--- config.mk ---
export PLATFORM = sky130hd
export DESIGN_NAME = otd_detector
export DESIGN_NICKNAME = d
export VERILOG_FILES = /design/src/verilog/otd_pkg.sv /design/src/verilog/otd_key_timer.sv /design/src/verilog/otd_detector.sv
export SDC_FILE = /design/constraint.sdc
export NUM_CORES = 1
export LEC_CHECK = 0
export ABC_CLOCK_PERIOD_IN_PS = 27300
export BUFFER_PORTS_ARGS = -buffer_cell sky130_fd_sc_hd__buf_2
export CAP_MARGIN = 0
export CORE_ASPECT_RATIO = 1.1
export CORE_MARGIN = 2
export CORE_UTILIZATION = 41
export DETAILED_ROUTE_END_ITERATION = 10
export PLACE_DENSITY = 0.56
export RECOVER_POWER = 100
export SKIP_CTS_REPAIR_TIMING = 1
export SYNTH_ARGS = -nofsm -noshare
export SYNTH_HDL_FRONTEND = slang
export SYNTH_HIERARCHICAL = 1
export SYNTH_SLANG_ARGS = --single-unit
--- constraint.sdc ---
create_clock -name clk -period 27.3 [get_ports clk]
set_input_delay 1.365 -clock clk [delete_from_list [all_inputs] [get_ports clk]]
set_output_delay 1.365 -clock clk [all_outputs]
set_load 0.02 [all_outputs]
--- src/verilog/otd_pkg.sv ---
// Purpose: Shared constants and carrier types for the opacity threshold detector.
// Assumes: 50 MHz system clock; readings arrive as 0..99 with a one-cycle valid.
// Notes: Timing figures are held in their own unit; only the tick is converted to clocks here.
package otd_pkg;
    // ----------------------------------------------------------------
    // Clock and timing
    // ----------------------------------------------------------------
    localparam int unsigned CLK_HZ = 50_000_000;
    localparam int unsigned TICK_US = 1000;
    localparam int unsigned TICK_CYC = CLK_HZ / 1_000_000 * TICK_US;
    localparam int unsigned STRETCH_STEP_MS = 10;
    localparam int unsigned LOCK_HOLD_MS = 3000;
    localparam int unsigned MENU_HOLD_MS = 2000;
    localparam int unsigned REPEAT_MS = 250;
    localparam int unsigned FLASH_MS = 250;

    // ----------------------------------------------------------------
    // Value ranges and factory defaults
    // ----------------------------------------------------------------
    localparam logic [6:0] READ_MAX = 7'h63;
    localparam logic [6:0] THRESH_DEF = 7'h0F;
    localparam logic [3:0] HYST_MAX = 4'h9;
    localparam logic [3:0] HYST_DEF = 4'h2;
    localparam logic [3:0] STRETCH_MAX = 4'h9;
    localparam logic [3:0] STRETCH_DEF = 4'h0;
    localparam logic [6:0] OFFSET_DEF = 7'h00;

    // ----------------------------------------------------------------
    // Enumerations
    // ----------------------------------------------------------------
    typedef enum logic [1:0] {
        INT_LOW,
        INT_MED,
        INT_HIGH
    } otd_intensity_type;

    typedef enum logic [2:0] {
        ITEM_RUN,
        ITEM_THRESH,
        ITEM_INTENSITY,
        ITEM_HYST,
        ITEM_POLARITY,
        ITEM_STRETCH,
        ITEM_ZERO
    } otd_item_type;

    // Display status shown to the segment driver
    typedef enum logic [1:0] {
        SHOW_NORMAL,
        SHOW_KEY_LOCK,
        SHOW_FAR_LOCK,
        SHOW_ZERO_FLASH
    } otd_show_type;

    // ----------------------------------------------------------------
    // Carriers
    // ----------------------------------------------------------------
    typedef struct packed {
        logic [6:0] thresh;
        logic [3:0] hyst;
        otd_intensity_type intensity;
        logic closedMode;
        logic [3:0] stretch;
        logic [6:0] offset;
    } otd_settings_type;

    localparam otd_settings_type SETTINGS_DEF = '{
        thresh: THRESH_DEF,
        hyst: HYST_DEF,
        intensity: INT_MED,
        closedMode: 1'b0,
        stretch: STRETCH_DEF,
        offset: OFFSET_DEF
    };

    typedef struct packed {
        otd_item_type item;
        otd_show_type show;
        logic [6:0] value;
        logic [1:0] decimalPoints;
        logic keyLocked;
    } otd_display_type;
endpackage : otd_pkg

--- src/verilog/otd_key_timer.sv ---
// Purpose: Synchronises one key, reports press, release and long hold.
// Assumes: Key input is a raw pin, high while pressed; tick is a 1 ms pulse.
// Notes: Bounce filtering is left to the hold counter granularity.
`timescale 1ns/1ps
module otd_key_timer #(
    parameter int unsigned HOLD_MS = 2000,  // Long hold threshold
    parameter int unsigned REPEAT_MS = 250  // Auto-repeat period while held
) (
    input wire logic clk,            // System clock
    input wire logic reset_n,        // Async reset, active low
    input wire logic msTick,         // 1 ms enable pulse
    input wire logic keyPin,         // Raw key pin, high pressed
    output logic keyLevel,           // Synchronised key level
    output logic keyRelease,         // Pulse on release
    output logic keyHold,            // Pulse once when hold time reached
    output logic keyRepeat           // Pulse every repeat period after hold
);
    // ----------------------------------------------------------------
    // Synchroniser and counters
    // ----------------------------------------------------------------
    logic meta_ff;
    logic sync_ff;
    logic prev_ff;
    logic [15:0] held_ff;
    logic [15:0] nxt_held;
    logic [15:0] rep_ff;
    logic [15:0] nxt_rep;
    wire atHold = (held_ff == 16'(HOLD_MS));
    wire pastHold = (held_ff > 16'(HOLD_MS));
    wire repDue = (rep_ff == 16'(REPEAT_MS));

    // Two stages before anyone looks at the pin
    always_ff @(posedge clk or negedge reset_n) begin
        if (!reset_n) begin
            meta_ff <= 1'b0;
            sync_ff <= 1'b0;
            prev_ff <= 1'b0;
        end else begin
            meta_ff <= keyPin;
            sync_ff <= meta_ff;
            prev_ff <= sync_ff;
        end
    end

    // Hold count saturates one past the threshold so the hold pulse fires once
    assign nxt_held = !sync_ff ? 16'h0000 :
                      (msTick && !pastHold) ? held_ff + 16'h0001 : held_ff;
    assign nxt_rep = (!sync_ff || repDue) ? 16'h0000 :
                     (msTick && pastHold) ? rep_ff + 16'h0001 : rep_ff;

    always_ff @(posedge clk or negedge reset_n) begin
        if (!reset_n) begin
            held_ff <= 16'h0000;
            rep_ff <= 16'h0000;
        end else begin
            held_ff <= nxt_held;
            rep_ff <= nxt_rep;
        end
    end

    // A release that ends a long hold is not a tap, so a menu entry stays put
    assign keyLevel = sync_ff;
    assign keyRelease = prev_ff && !sync_ff && !pastHold;
    assign keyHold = msTick && sync_ff && atHold;
    assign keyRepeat = repDue && sync_ff;
endmodule : otd_key_timer

--- src/verilog/otd_detector.sv ---
// Purpose: Decision, settings and key menu logic of an opacity sensor.
// Assumes: Reading 0..99 arrives with a one-cycle valid; keys are raw pins.
// Notes: Settings persistence is by an external store through load/save ports.
`timescale 1ns/1ps
// How it works
// - Detect when corrected reading reaches or exceeds threshold; red LED and output on.
// - Undetect only when reading falls to threshold minus hysteresis.
// - Hysteresis 0..9, right key press steps it in its menu item.
// - Factory hysteresis is 2.
// - Factory threshold is 15.
// - Right key steps threshold, repeats while held, 99 wraps to 00.
// - Three intensity levels cycled by right key, medium by default.
// - Decimal points show intensity: none, one or two lit.
// - Normally open: output inactive undetected, active detecting.
// - Normally closed inverts output; right key toggles configuration.
// - Factory configuration is normally open.
// - Stretch selectable 0..90 ms in 10 ms steps, codes 0..9.
// - Output stays active while detecting; stretch is only a minimum.
// - Holding right key in zero item captures offset, subtracts it, flashes it.
// - Eight-bit analog code tracks reading from zero to full scale.
// - Remote lock ignores keys; a press shows the remote lock indication.
// - Left hold enters and leaves menu; left press advances items.
// - Settings go to non-volatile store and are restored at start.
// - Both keys held 3 s toggle key lockout; locked presses show it.
module otd_detector #(
    parameter int unsigned TICK_CYC = otd_pkg::TICK_CYC,   // Clocks per ms tick
    parameter int unsigned LOCK_MS = otd_pkg::LOCK_HOLD_MS, // Both-key hold time
    parameter int unsigned MENU_MS = otd_pkg::MENU_HOLD_MS  // Left key hold time
) (
    input wire logic clk,                                   // 50 MHz clock
    input wire logic reset_n,                               // Async reset, active low
    input wire logic [6:0] rawReading,                      // Reading 0..99
    input wire logic rawValid,                              // New reading pulse
    input wire logic leftKeyPin,                            // Menu key pin, high pressed
    input wire logic rightKeyPin,                           // Change key pin, high pressed
    input wire logic remoteLockPin,                         // Remote lock pin, high locks
    input wire logic storeValid,                            // Stored settings valid
    input wire otd_pkg::otd_settings_type storeData,        // Settings read from store
    output logic detectOut,                                 // Discrete output, active high when normally open, active low when normally closed
    output logic redLed,                                    // Detect indicator
    output logic progLed,                                   // Menu indicator
    output logic [7:0] analogCode,                          // Analog output code
    output otd_pkg::otd_settings_type settings,             // Live settings
    output logic saveReq,                                   // Pulse: write settings to store
    output otd_pkg::otd_display_type display                // Display content
);
    // ----------------------------------------------------------------
    // Millisecond tick divider
    // ----------------------------------------------------------------
    logic [15:0] div_ff;
    wire msTick = (div_ff == 16'(TICK_CYC - 1));

    always_ff @(posedge clk or negedge reset_n) begin
        if (!reset_n) begin
            div_ff <= 16'h0000;
        end else begin
            div_ff <= msTick ? 16'h0000 : div_ff + 16'h0001;
        end
    end

    // ----------------------------------------------------------------
    // Key front ends and remote lock synchroniser
    // ----------------------------------------------------------------
    logic leftLevel, leftRelease, leftHold;
    logic rightLevel, rightRelease, rightHold, rightRepeat;
    logic remMeta_ff, remSync_ff;

    otd_key_timer #(.HOLD_MS(MENU_MS), .REPEAT_MS(otd_pkg::REPEAT_MS)) uLeft (
        .clk(clk),
        .reset_n(reset_n),
        .msTick(msTick),
        .keyPin(leftKeyPin),
        .keyLevel(leftLevel),
        .keyRelease(leftRelease),
        .keyHold(leftHold),
        .keyRepeat()
    );

    otd_key_timer #(.HOLD_MS(MENU_MS), .REPEAT_MS(otd_pkg::REPEAT_MS)) uRight (
        .clk(clk),
        .reset_n(reset_n),
        .msTick(msTick),
        .keyPin(rightKeyPin),
        .keyLevel(rightLevel),
        .keyRelease(rightRelease),
        .keyHold(rightHold),
        .keyRepeat(rightRepeat)
    );

    // Open line is pulled low outside, so low reads as unlocked
    always_ff @(posedge clk or negedge reset_n) begin
        if (!reset_n) begin
            remMeta_ff <= 1'b0;
            remSync_ff <= 1'b0;
        end else begin
            remMeta_ff <= remoteLockPin;
            remSync_ff <= remMeta_ff;
        end
    end

    // ----------------------------------------------------------------
    // Lockouts
    // ----------------------------------------------------------------
    logic keyLock_ff;
    logic [15:0] both_ff;
    logic bothArmed_ff;
    wire bothHeld = leftLevel && rightLevel;
    wire bothDone = bothHeld && msTick && (both_ff == 16'(LOCK_MS - 1)) && bothArmed_ff;
    wire remoteLocked = remSync_ff;
    // A release after a two-key gesture reaches the lock time does not count as a single press
    wire keysFree = !remoteLocked && !keyLock_ff && !bothHeld && bothArmed_ff;
    wire anyRelease = leftRelease || rightRelease;

    // Both keys held for the lock time toggle key lockout once per gesture
    always_ff @(posedge clk or negedge reset_n) begin
        if (!reset_n) begin
            both_ff <= 16'h0000;
            bothArmed_ff <= 1'b1;
            keyLock_ff <= 1'b0;
        end else begin
            both_ff <= !bothHeld ? 16'h0000 : (msTick ? both_ff + 16'h0001 : both_ff);
            bothArmed_ff <= (!leftLevel && !rightLevel) ? 1'b1 : (bothDone ? 1'b0 : bothArmed_ff);
            keyLock_ff <= (bothDone && !remoteLocked) ? !keyLock_ff : keyLock_ff;
        end
    end

    // ----------------------------------------------------------------
    // Menu and settings
    // ----------------------------------------------------------------
    otd_pkg::otd_item_type item_ff, nxt_item;
    otd_pkg::otd_settings_type set_ff, nxt_set;
    logic loaded_ff;
    logic [6:0] corr_ff;
    logic saveReq_ff;
    logic zeroFlash_ff;
    wire inMenu = (item_ff != otd_pkg::ITEM_RUN);
    wire rightStep = keysFree && (rightRelease || rightRepeat);
    wire rightTap = keysFree && rightRelease;

    // Item sequencing on left key
    always_comb begin
        nxt_item = item_ff;
        if (keysFree && leftHold) begin
            nxt_item = inMenu ? otd_pkg::ITEM_RUN : otd_pkg::ITEM_THRESH;
        end else if (keysFree && leftRelease && inMenu) begin
            case (item_ff)
                otd_pkg::ITEM_THRESH: nxt_item = otd_pkg::ITEM_INTENSITY;
                otd_pkg::ITEM_INTENSITY: nxt_item = otd_pkg::ITEM_HYST;
                otd_pkg::ITEM_HYST: nxt_item = otd_pkg::ITEM_POLARITY;
                otd_pkg::ITEM_POLARITY: nxt_item = otd_pkg::ITEM_STRETCH;
                otd_pkg::ITEM_STRETCH: nxt_item = otd_pkg::ITEM_ZERO;
                otd_pkg::ITEM_ZERO: nxt_item = otd_pkg::ITEM_THRESH;
                default: nxt_item = otd_pkg::ITEM_RUN;
            endcase
        end
    end

    // Setting changes on right key for the item shown
    always_comb begin
        nxt_set = set_ff;
        case (item_ff)
            otd_pkg::ITEM_THRESH: begin
                if (rightStep) begin
                    nxt_set.thresh = (set_ff.thresh >= otd_pkg::READ_MAX) ? 7'h00 :
                                     set_ff.thresh + 7'h01;
                end
            end
            otd_pkg::ITEM_INTENSITY: begin
                if (rightTap) begin
                    case (set_ff.intensity)
                        otd_pkg::INT_LOW: nxt_set.intensity = otd_pkg::INT_MED;
                        otd_pkg::INT_MED: nxt_set.intensity = otd_pkg::INT_HIGH;
                        default: nxt_set.intensity = otd_pkg::INT_LOW;
                    endcase
                end
            end
            otd_pkg::ITEM_HYST: begin
                if (rightTap) begin
                    nxt_set.hyst = (set_ff.hyst >= otd_pkg::HYST_MAX) ? 4'h0 :
                                   set_ff.hyst + 4'h1;
                end
            end
            otd_pkg::ITEM_POLARITY: begin
                if (rightTap) begin
                    nxt_set.closedMode = !set_ff.closedMode;
                end
            end
            otd_pkg::ITEM_STRETCH: begin
                if (rightTap) begin
                    nxt_set.stretch = (set_ff.stretch >= otd_pkg::STRETCH_MAX) ? 4'h0 :
                                      set_ff.stretch + 4'h1;
                end
            end
            otd_pkg::ITEM_ZERO: begin
                if (keysFree && rightHold && rawValid) begin
                    nxt_set.offset = rawReading;
                end
            end
            default: nxt_set = set_ff;
        endcase
    end

    // Factory defaults at reset, then stored values restored once
    always_ff @(posedge clk or negedge reset_n) begin
        if (!reset_n) begin
            item_ff <= otd_pkg::ITEM_RUN;
            set_ff <= otd_pkg::SETTINGS_DEF;
            loaded_ff <= 1'b0;
            saveReq_ff <= 1'b0;
        end else begin
            item_ff <= nxt_item;
            loaded_ff <= loaded_ff || storeValid;
            set_ff <= (!loaded_ff && storeValid) ? storeData : nxt_set;
            saveReq_ff <= loaded_ff && (nxt_set != set_ff);
        end
    end

    // ----------------------------------------------------------------
    // Offset correction and threshold decision
    // ----------------------------------------------------------------
    logic detect_ff;
    logic corrValid_ff;
    wire [6:0] corrNow = (rawReading > set_ff.offset) ? rawReading - set_ff.offset : 7'h00;
    wire [7:0] lowEdge = {1'b0, set_ff.thresh} - {4'h0, set_ff.hyst};
    wire atOrAbove = (corr_ff >= set_ff.thresh);
    // Hysteresis below zero leaves only an exact zero able to release
    wire atOrBelow = lowEdge[7] ? (corr_ff == 7'h00) : ({1'b0, corr_ff} <= lowEdge);

    always_ff @(posedge clk or negedge reset_n) begin
        if (!reset_n) begin
            corr_ff <= 7'h00;
            corrValid_ff <= 1'b0;
            detect_ff <= 1'b0;
        end else begin
            corrValid_ff <= rawValid;
            corr_ff <= rawValid ? corrNow : corr_ff;
            if (corrValid_ff && !detect_ff && atOrAbove) begin
                detect_ff <= 1'b1;
            end else if (corrValid_ff && detect_ff && atOrBelow) begin
                detect_ff <= 1'b0;
            end
        end
    end

    // ----------------------------------------------------------------
    // Minimum-active stretch
    // ----------------------------------------------------------------
    logic detectPrev_ff;
    logic [6:0] stretch_ff;
    wire detectRise = detect_ff && !detectPrev_ff;
    wire [6:0] stretchLoad = 7'(set_ff.stretch * otd_pkg::STRETCH_STEP_MS);

    // Timer counts ms down from the rise; output ends at the later of the two
    always_ff @(posedge clk or negedge reset_n) begin
        if (!reset_n) begin
            detectPrev_ff <= 1'b0;
            stretch_ff <= 7'h00;
        end else begin
            detectPrev_ff <= detect_ff;
            if (detectRise) begin
                stretch_ff <= stretchLoad;
            end else if (msTick && stretch_ff != 7'h00) begin
                stretch_ff <= stretch_ff - 7'h01;
            end
        end
    end

    wire activeLevel = detect_ff || (stretch_ff != 7'h00);

    // ----------------------------------------------------------------
    // Outputs
    // ----------------------------------------------------------------
    logic detectOut_ff;
    logic [7:0] analog_ff;
    logic [1:0] show_ff;
    logic [7:0] flashCnt_ff;

    // Show lock indications on a press, zero flash while capturing
    always_ff @(posedge clk or negedge reset_n) begin
        if (!reset_n) begin
            detectOut_ff <= 1'b0;
            analog_ff <= 8'h00;
            show_ff <= otd_pkg::SHOW_NORMAL;
            zeroFlash_ff <= 1'b0;
            flashCnt_ff <= 8'h00;
        end else begin
            detectOut_ff <= activeLevel ^ set_ff.closedMode;
            // Scale 0..99 to 0..255 full scale
            analog_ff <= 8'((16'(corr_ff) * 16'h00FF) / 16'h0063);
            if (msTick) begin
                flashCnt_ff <= (flashCnt_ff == 8'(otd_pkg::FLASH_MS - 1)) ? 8'h00 :
                               flashCnt_ff + 8'h01;
            end
            if (msTick && flashCnt_ff == 8'h00) begin
                zeroFlash_ff <= (item_ff == otd_pkg::ITEM_ZERO) && rightLevel && !zeroFlash_ff;
            end
            if (remoteLocked && (leftLevel || rightLevel)) begin
                show_ff <= otd_pkg::SHOW_FAR_LOCK;
            end else if (keyLock_ff && (leftLevel || rightLevel) && !bothHeld) begin
                show_ff <= otd_pkg::SHOW_KEY_LOCK;
            end else if (item_ff == otd_pkg::ITEM_ZERO && rightLevel) begin
                show_ff <= otd_pkg::SHOW_ZERO_FLASH;
            end else if (anyRelease || !(leftLevel || rightLevel)) begin
                show_ff <= otd_pkg::SHOW_NORMAL;
            end
        end
    end

    wire [6:0] itemValue = (item_ff == otd_pkg::ITEM_THRESH) ? set_ff.thresh :
                           (item_ff == otd_pkg::ITEM_INTENSITY) ? 7'(set_ff.intensity) + 7'h01 :
                           (item_ff == otd_pkg::ITEM_HYST) ? 7'(set_ff.hyst) :
                           (item_ff == otd_pkg::ITEM_POLARITY) ? 7'(set_ff.closedMode) :
                           (item_ff == otd_pkg::ITEM_STRETCH) ? 7'(set_ff.stretch) :
                           (item_ff == otd_pkg::ITEM_ZERO) ?
                               (zeroFlash_ff ? set_ff.offset : 7'h00) : corr_ff;

    assign detectOut = detectOut_ff;
    assign redLed = detect_ff;
    assign progLed = inMenu;
    assign analogCode = analog_ff;
    assign settings = set_ff;
    assign saveReq = saveReq_ff;
    assign display.item = item_ff;
    assign display.show = otd_pkg::otd_show_type'(show_ff);
    assign display.value = itemValue;
    assign display.decimalPoints = 2'(set_ff.intensity);
    assign display.keyLocked = keyLock_ff;
endmodule : otd_detector

==> metrics, run 1 <==
run status finished, violations left; failing checks max-capacitance violations, max-slew violations; average footprint of a synthesized cell 8.45 um^2; setup slack, reg-to-reg 12.58 ns; Synth Cell Area ~14000 um^2; cell mode on critical path inv_1; max-slew violation count approximately 190; post-layout minimum cycle time between 10 and 15 ns; share of the clock period used by the worst path after layout 0.539; count of unresolved DRC violations after routing 0; # setup viols final 0; number of endpoints with negative hold slack in the final report 0; CTS tree done; most frequent cells in the layout 150 x nand2_1, 150 x dfrtp_1, 117 x nor2_1, 110 x a21oi_1, 106 x o21ai_0; final design instance area without fill ~15000 um^2; largest stage delay on the critical path 1.62 ns; Relative slew margins -2.25; DP Area 14600 um^2; standard cell core area 33300 um^2; first-pass GRT wire length between 60000 and 70000 um; average vias per placed instance ~6; die span in x about 180 um; clk slew on worst S/H paths around 0.070 ns; number of global-route vias before repair about 12000; CP max FO 21; starting density of the core 0.416; Root Buffer clkbuf_16; vias after detailed routing 12400; initial drt markers just under 800; clock latency on the worst-skew pair roughly 0.45 ns; average wire per standard cell 17.7 um; worst-case clock skew 0.0112 ns; maximum buffer depth of the clock tree 2; post-synthesis cell count 1638; Post-DRT Antenna Nets 0; Die Area around 35000 um^2; cts bufs inserted 17; initial antenna violation count 0; vertical extent of the die just under 200 um; Pre-antenna DRT Iters 5; transition time at the pin with the least slew margin around 5 ns; type of element launching the critical path flip-flop; overflow left after global routing 0; Max stage delay cell, worst path a31oi_1; Sum Neg Setup Slack 0 ns; Antenna diodes 0; maximum achievable frequency approximately 0.068 GHz; overall track demand over capacity in global routing 0.216; unrepaired setup endpoints after global routing false; row count 70; fill cell instance count of the final layout about 3400; CTS sink count ~160; critical path capture point type flip-flop; sum of net half-perimeters after detailed placement about 28000 um; final wirelength 37700 um; layout cell share with drive strength beyond 1 0.0781; path category of the worst min-delay check flip-flop to flip-flop; global placement routability congestion around 0.87; data required time at the worst endpoint 27.65 ns; Crit Path Category flip-flop to flip-flop; maximum number of pins on one net before global-route repair 88; final layout net count 1840; total number of yosys warnings 6; number of top-level pins a little over 90; depth of the CTS H-tree 4; Maximum Capacitance Violations 4; count of buffers inserted at the top-level ports 90; net count of the mapped netlist between 1500 and 2000; data arrival time of the worst path about 15 ns; area delta synth->final 8.51%
==> metal layers <==
| layer | GRT usage | up-vias | part of all wire |
|---|---|---|---|
| li1 | - | 6072 | - |
| met1 | 0.280 | 6086 | 0.45 |
| met2 | 0.375 | 226 | 0.50 |
| met3 | 0.0282 | 52 | 0.035 |
| met4 | 0.0627 | 0 | 0.019 |
| met5 | 0 | - | 0 |
==> cell type report <==
type	count	area, um^2	share of cell area
flip-flops and latches	157	3940	0.262
inverters	106	398	0.0265
well taps	432	541	0.0360
clock inverters	13	130	0.00866
repair buffers	94	409	0.0272
clock buffers	19	453	0.0302
multi-input cells	1313	9150	0.609
==> registers in the layout, indices dropped and copies added (netlist names), 2 cells and up <==
| signal | cells |
|---|---|
| analogCode | 8 |
| both_ff | 16 |
| corr_ff | 7 |
| display | 2 |
| div_ff | 16 |
| flashCnt_ff | 8 |
| item_ff | 3 |
| settings | 23 |
| show_ff | 2 |
| stretch_ff | 7 |
| uLeft/held_ff | 16 |
| uRight/held_ff | 16 |
| uRight/rep_ff | 16 |
==> final timing paths <==
path / cells after the start / to / startpoint
worst max-delay path: 41 / analogCode[0] / corr_ff[1]
worst min-delay path: 0 / uLeft/keyLevel / uLeft/meta_ff
worst max register to register: 41 / analogCode[0] / corr_ff[1]
worst min register to register: 0 / uLeft/keyLevel / uLeft/meta_ff
max in group asynchronous: 2 / settings[17] / reset_n
min in group asynchronous: 1 / uLeft/held_ff[3] / reset_n
==> through the flow <==
stage	hold slack, ns	worst slack [ns]	std cells	util
3_3_place_gp	0.337	15.56	2102	0.438
5_1_grt	0.379	11.50	2134	0.451
6_report	0.356	12.58	2134	0.451
3_5_place_dp	0.339	15.09	2102	0.438
2_1_floorplan	0.331	16.90	1638	-
4_1_cts	0.356	15.07	2134	0.456
==> critical path: cells and delay by family, from the launching register on <==
family | cells | cell delay [ns]
AOI/OAI and AO/OA | 20 | 8.53
adders and majority gates | 6 | 2.92
and+or+nand+nor | 9 | 1.85
buffers and inverters | 5 | 0.65
DFF | 1 | 0.51
muxes | 1 | 0.14
Power of run 1 is not shown: default switching activity piles up to over one toggle a cycle in this logic, so the estimate is an artifact.
==> run 2, diff against run 1 <==
- ABC_CLOCK_PERIOD_IN_PS: 27300 -> 13800
- clock period: 27.3 -> 13.8 ns (I/O delays scaled with it)
==> metrics, run 2 (synthesized netlist as in run 1, its figures left out) <==
Crit Path Category flip-flop to flip-flop (unchanged); sum of net half-perimeters after detailed placement 28400 um (was 28300 um); count of buffers inserted at the top-level ports 90 (unchanged); Largest delay share family, worst path compound AO/OA/AOI/OAI gates (unchanged); fill cell instance count of the final layout 3351 (was 3387); largest stage delay on the critical path 0.82 ns (was 1.62 ns); startpoint of the worst register-to-register path corr_ff[1] (unchanged); CTS sink count 157 (unchanged); final layout net count 1840 (unchanged); worst-case clock skew 0.0203 ns (was 0.0112 ns); Root Buffer clkbuf_16 (unchanged); CTS tree done (unchanged); starting density of the core 0.416 (unchanged); vertical extent of the die 197 um (unchanged); DP Area 14600 um^2 (unchanged); number of top-level pins 91 (unchanged); post-layout util 0.455 (was 0.451); data arrival time of the worst path 12.86 ns (was 15.07 ns); most frequent cells in the layout 150 x nand2_1, 150 x dfrtp_1, 117 x nor2_1, 110 x a21oi_1, 106 x o21ai_0 (unchanged); run status finished, violations left (unchanged); Die Area 35300 um^2 (unchanged); first-pass GRT wire length 61000 um (was 61700 um); area delta synth->final 9.40% (was 8.51%); failing checks max-capacitance violations, max-slew violations (unchanged); Max stage delay cell, worst path o22ai_1 (was a31oi_1); vias after detailed routing 12400 (about the same); global placement routability congestion 0.868 (unchanged); Sum Neg Setup Slack 0 ns (unchanged); transition time at the pin with the least slew margin 4.85 ns (was 4.88 ns); data required time at the worst endpoint 14.14 ns (was 27.65 ns); clk slew on worst S/H paths 0.07 ns (about the same); initial antenna violation count 1 (was 0); average wire per standard cell 17.6 um (was 17.7 um); final design instance area without fill 15100 um^2 (was 15000 um^2); CP max FO 21 (unchanged); critical path capture point type flip-flop (unchanged); maximum buffer depth of the clock tree 2 (unchanged); number of endpoints with negative hold slack in the final report 0 (unchanged); crit path launch corr_ff[1] (unchanged); hold slack final 0.351 ns (was 0.356 ns); layout cell share with drive strength beyond 1 0.0817 (was 0.0781); average vias per placed instance 5.81 (was 5.83); unrepaired setup endpoints after global routing false (unchanged); cts bufs inserted 17 (unchanged); max-slew violation count 169 (was 191); overall track demand over capacity in global routing 0.214 (was 0.216); standard cell core area 33300 um^2 (unchanged); overflow left after global routing 0 (unchanged); worst path bufs/invs 4 (was 5); type of element launching the critical path flip-flop (unchanged); count of unresolved DRC violations after routing 0 (unchanged); share of the clock period used by the worst path after layout 0.907 (was 0.539); number of global-route vias before repair 11900 (was 12000); # setup viols final 0 (unchanged); maximum achievable frequency 0.0799 GHz (was 0.0679 GHz); row count 70 (unchanged); path category of the worst min-delay check flip-flop to flip-flop (unchanged); initial drt markers 744 (was 775); Post-DRT Antenna Nets 0 (unchanged); final wirelength 37600 um (was 37700 um); post-layout minimum cycle time 12.52 ns (was 14.72 ns); Pre-antenna DRT Iters 5 (unchanged); start point of the worst hold path uLeft/meta_ff (unchanged); clock latency on the worst-skew pair 0.44 ns (was 0.45 ns); die span in x 179 um (unchanged); Maximum Capacitance Violations 3 (was 4); maximum number of pins on one net before global-route repair 88 (unchanged); Relative slew margins -2.23 (was -2.25); flip-flop count of the largest register, all copies and words added 23 (unchanged); depth of the CTS H-tree 4 (unchanged)
run 2: cell count changes in the layout (fill, tap and decap cells not counted), moves of 2 or more:
cell        previous run  this run
bufinv_16              1         4
clkinv_4               3         0
and2_0                 8         6
and2_1                16        18
clkinvlp_4             3         1
inv_6                  4         6
run 2: area by class of cell:
class                           count  area, um^2  area share
Multi-Input combinational cell   1313        9210       0.608
Sequential cell                   157        3940       0.260
Tap cell                          432         541      0.0357
Clock buffer                       19         453      0.0299
Timing Repair Buffer               94         410      0.0271
Inverter                          106         398      0.0263
Clock inverter                     13         196      0.0130
Antenna cell                        1        2.50    0.000165
run 2: metal layers:
metal  global-route usage  wire length [um]
met1                0.282             17100
met2                0.367             18300
met3               0.0255              1390
met4               0.0651               865
met5                    0                 0
run 2: final timing paths:
path / endpoint / slack [ns] / cells after the start
min: uLeft/keyLevel / 0.35 / 0
min in group asynchronous: uRight/held_ff[6] / 2.01 / 1
max: analogCode[0] / 1.28 / 40
max in group asynchronous: settings[17] / 6.41 / 2
max reg2reg: analogCode[0] / 1.28 / 40
min reg2reg: uLeft/keyLevel / 0.35 / 0
run 2: stage by stage:
step                      cells  worst slack [ns]
after detailed placement   2102              1.57
after global routing       2135             0.324
after floorplan            1638              3.40
final                      2135              1.28
after CTS                  2134              1.59
after global placement     2102              2.05
Power of run 2 is left out for the same reason.
==> run 3, diff against run 2 <==
- CORE_UTILIZATION: 41 -> 59
- PLACE_DENSITY: 0.56 -> 0.76
- RECOVER_POWER: 100 -> 50
- SETUP_SLACK_MARGIN: not set -> 0.02
==> metrics, run 3 (synthesized netlist as in run 1, its figures left out) <==
run status finished, violations left (unchanged); failing checks max-capacitance violations, max-slew violations (unchanged); Pre-antenna DRT Iters 5 (unchanged); Crit Path Category flip-flop to flip-flop (unchanged); critical path capture point type flip-flop (unchanged); maximum buffer depth of the clock tree 2 (unchanged); average wire per standard cell 18.0 um (was 17.6 um); Sum Neg Setup Slack 0 ns (unchanged); clock latency on the worst-skew pair 0.45 ns (was 0.44 ns); Root Buffer clkbuf_16 (unchanged); type of element launching the critical path flip-flop (unchanged); count of buffers inserted at the top-level ports 90 (unchanged); overall track demand over capacity in global routing 0.295 (was 0.214); area delta synth->final 8.12% (was 9.40%); die span in x 150 um (was 179 um); first-pass GRT wire length 59500 um (was 61000 um); number of endpoints with negative hold slack in the final report 0 (unchanged); cell mode on critical path inv_1; number of global-route vias before repair 11900 (about the same); final layout net count 1841 (was 1840); post-layout util 0.653 (was 0.455); maximum achievable frequency 0.0822 GHz (was 0.0799 GHz); row count 58 (was 70); global placement routability congestion 0.926 (was 0.868); cts bufs inserted 17 (unchanged); share of the clock period used by the worst path after layout 0.881 (was 0.907); Post-DRT Antenna Nets 0 (unchanged); final wirelength 36000 um (was 37600 um); worst setup slack after layout 1.64 ns (was 1.28 ns); number of top-level pins 91 (unchanged); sum of net half-perimeters after detailed placement 26600 um (was 28400 um); starting density of the core 0.604 (was 0.416); hold slack final 0.356 ns (was 0.351 ns); CTS sink count 157 (unchanged); overflow left after global routing 0 (unchanged); flip-flop count of the largest register, all copies and words added 23 (unchanged); standard cell core area 22900 um^2 (was 33300 um^2); count of unresolved DRC violations after routing 0 (unchanged); clk slew on worst S/H paths 0.08 ns (was 0.07 ns); maximum number of pins on one net before global-route repair 82 (was 88); Max stage delay cell, worst path fa_1 (was o22ai_1); # setup viols final 0 (unchanged); data arrival time of the worst path 12.51 ns (was 12.86 ns); unrepaired setup endpoints after global routing false (unchanged); CP max FO 21 (unchanged); Antenna diodes 0 (was 1); layout cell share with drive strength beyond 1 0.0898 (was 0.0817); Maximum Capacitance Violations 2 (was 3); initial antenna violation count 0 (was 1); CTS tree done (unchanged); average vias per placed instance 6.26 (was 5.81); depth of the CTS H-tree 4 (unchanged); worst setup slack before clock tree synthesis 1.78 ns (was 1.57 ns); vias after detailed routing 12500 (was 12400); largest stage delay on the critical path 0.73 ns (was 0.82 ns); transition time at the pin with the least slew margin 4.42 ns (was 4.85 ns); Relative slew margins -1.95 (was -2.23); path category of the worst min-delay check primary input to flip-flop (was flip-flop to flip-flop); max-slew violation count 160 (was 169); data required time at the worst endpoint 14.15 ns (was 14.14 ns); most frequent cells in the layout 150 x nand2_1, 150 x dfrtp_1, 117 x nor2_1, 110 x a21oi_1, 106 x o21ai_0 (unchanged); vertical extent of the die 165 um (was 197 um); Die Area 24700 um^2 (was 35300 um^2); initial drt markers 831 (was 744); worst-case clock skew 0.0201 ns (was 0.0203 ns); post-layout minimum cycle time 12.16 ns (was 12.52 ns)
-- run 3: layout make-up --
type	count	area, um^2
repair buffers	95	428
flip-flops and latches	157	3940
clock buffers	17	425
well taps	300	375
clock inverters	15	181
multi-input cells	1313	9220
fillers	1972	7970
inverters	106	398
-- run 3: final timing paths --
check / from / endpoint / slack (ns) / cells past startpoint
min in group asynchronous: reset_n / uRight/held_ff[7] / 1.81 / 1
worst max-delay path: corr_ff[4] / analogCode[0] / 1.64 / 42
worst max register to register: corr_ff[4] / analogCode[0] / 1.64 / 42
max in group asynchronous: reset_n / settings[10] / 6.51 / 2
worst min register to register: uLeft/meta_ff / uLeft/keyLevel / 0.37 / 0
worst min-delay path: leftKeyPin / uLeft/meta_ff / 0.36 / 1
-- run 3: layer usage --
metal / track usage / share of wire / vias to the layer above
met5: 0 / 0 / -
met4: 0.0733 / 0.016 / 0
met3: 0.0378 / 0.046 / 48
met2: 0.509 / 0.49 / 329
met1: 0.395 / 0.45 / 6074
li1: - / - / 6080
-- run 3: worst max-delay path: cells and delay by family, from the launching register on --
kind            cells  cell delay, ns
compound gates     20            5.45
fa+ha+maj           7            3.23
simple gates        8            2.21
buf+inv             6            0.53
flops               1            0.50
mux                 1            0.12
-- run 3: per-stage QoR --
| step | cell area, um^2 | instances |
|---|---|---|
| floorplan | 13800 | 1638 |
| global placement | 14400 | 1971 |
| detailed placement | 14400 | 1971 |
| CTS | 15000 | 2003 |
| global route | 15000 | 2003 |
| finish | 15000 | 2003 |
Power of run 3 is left out for the same reason.
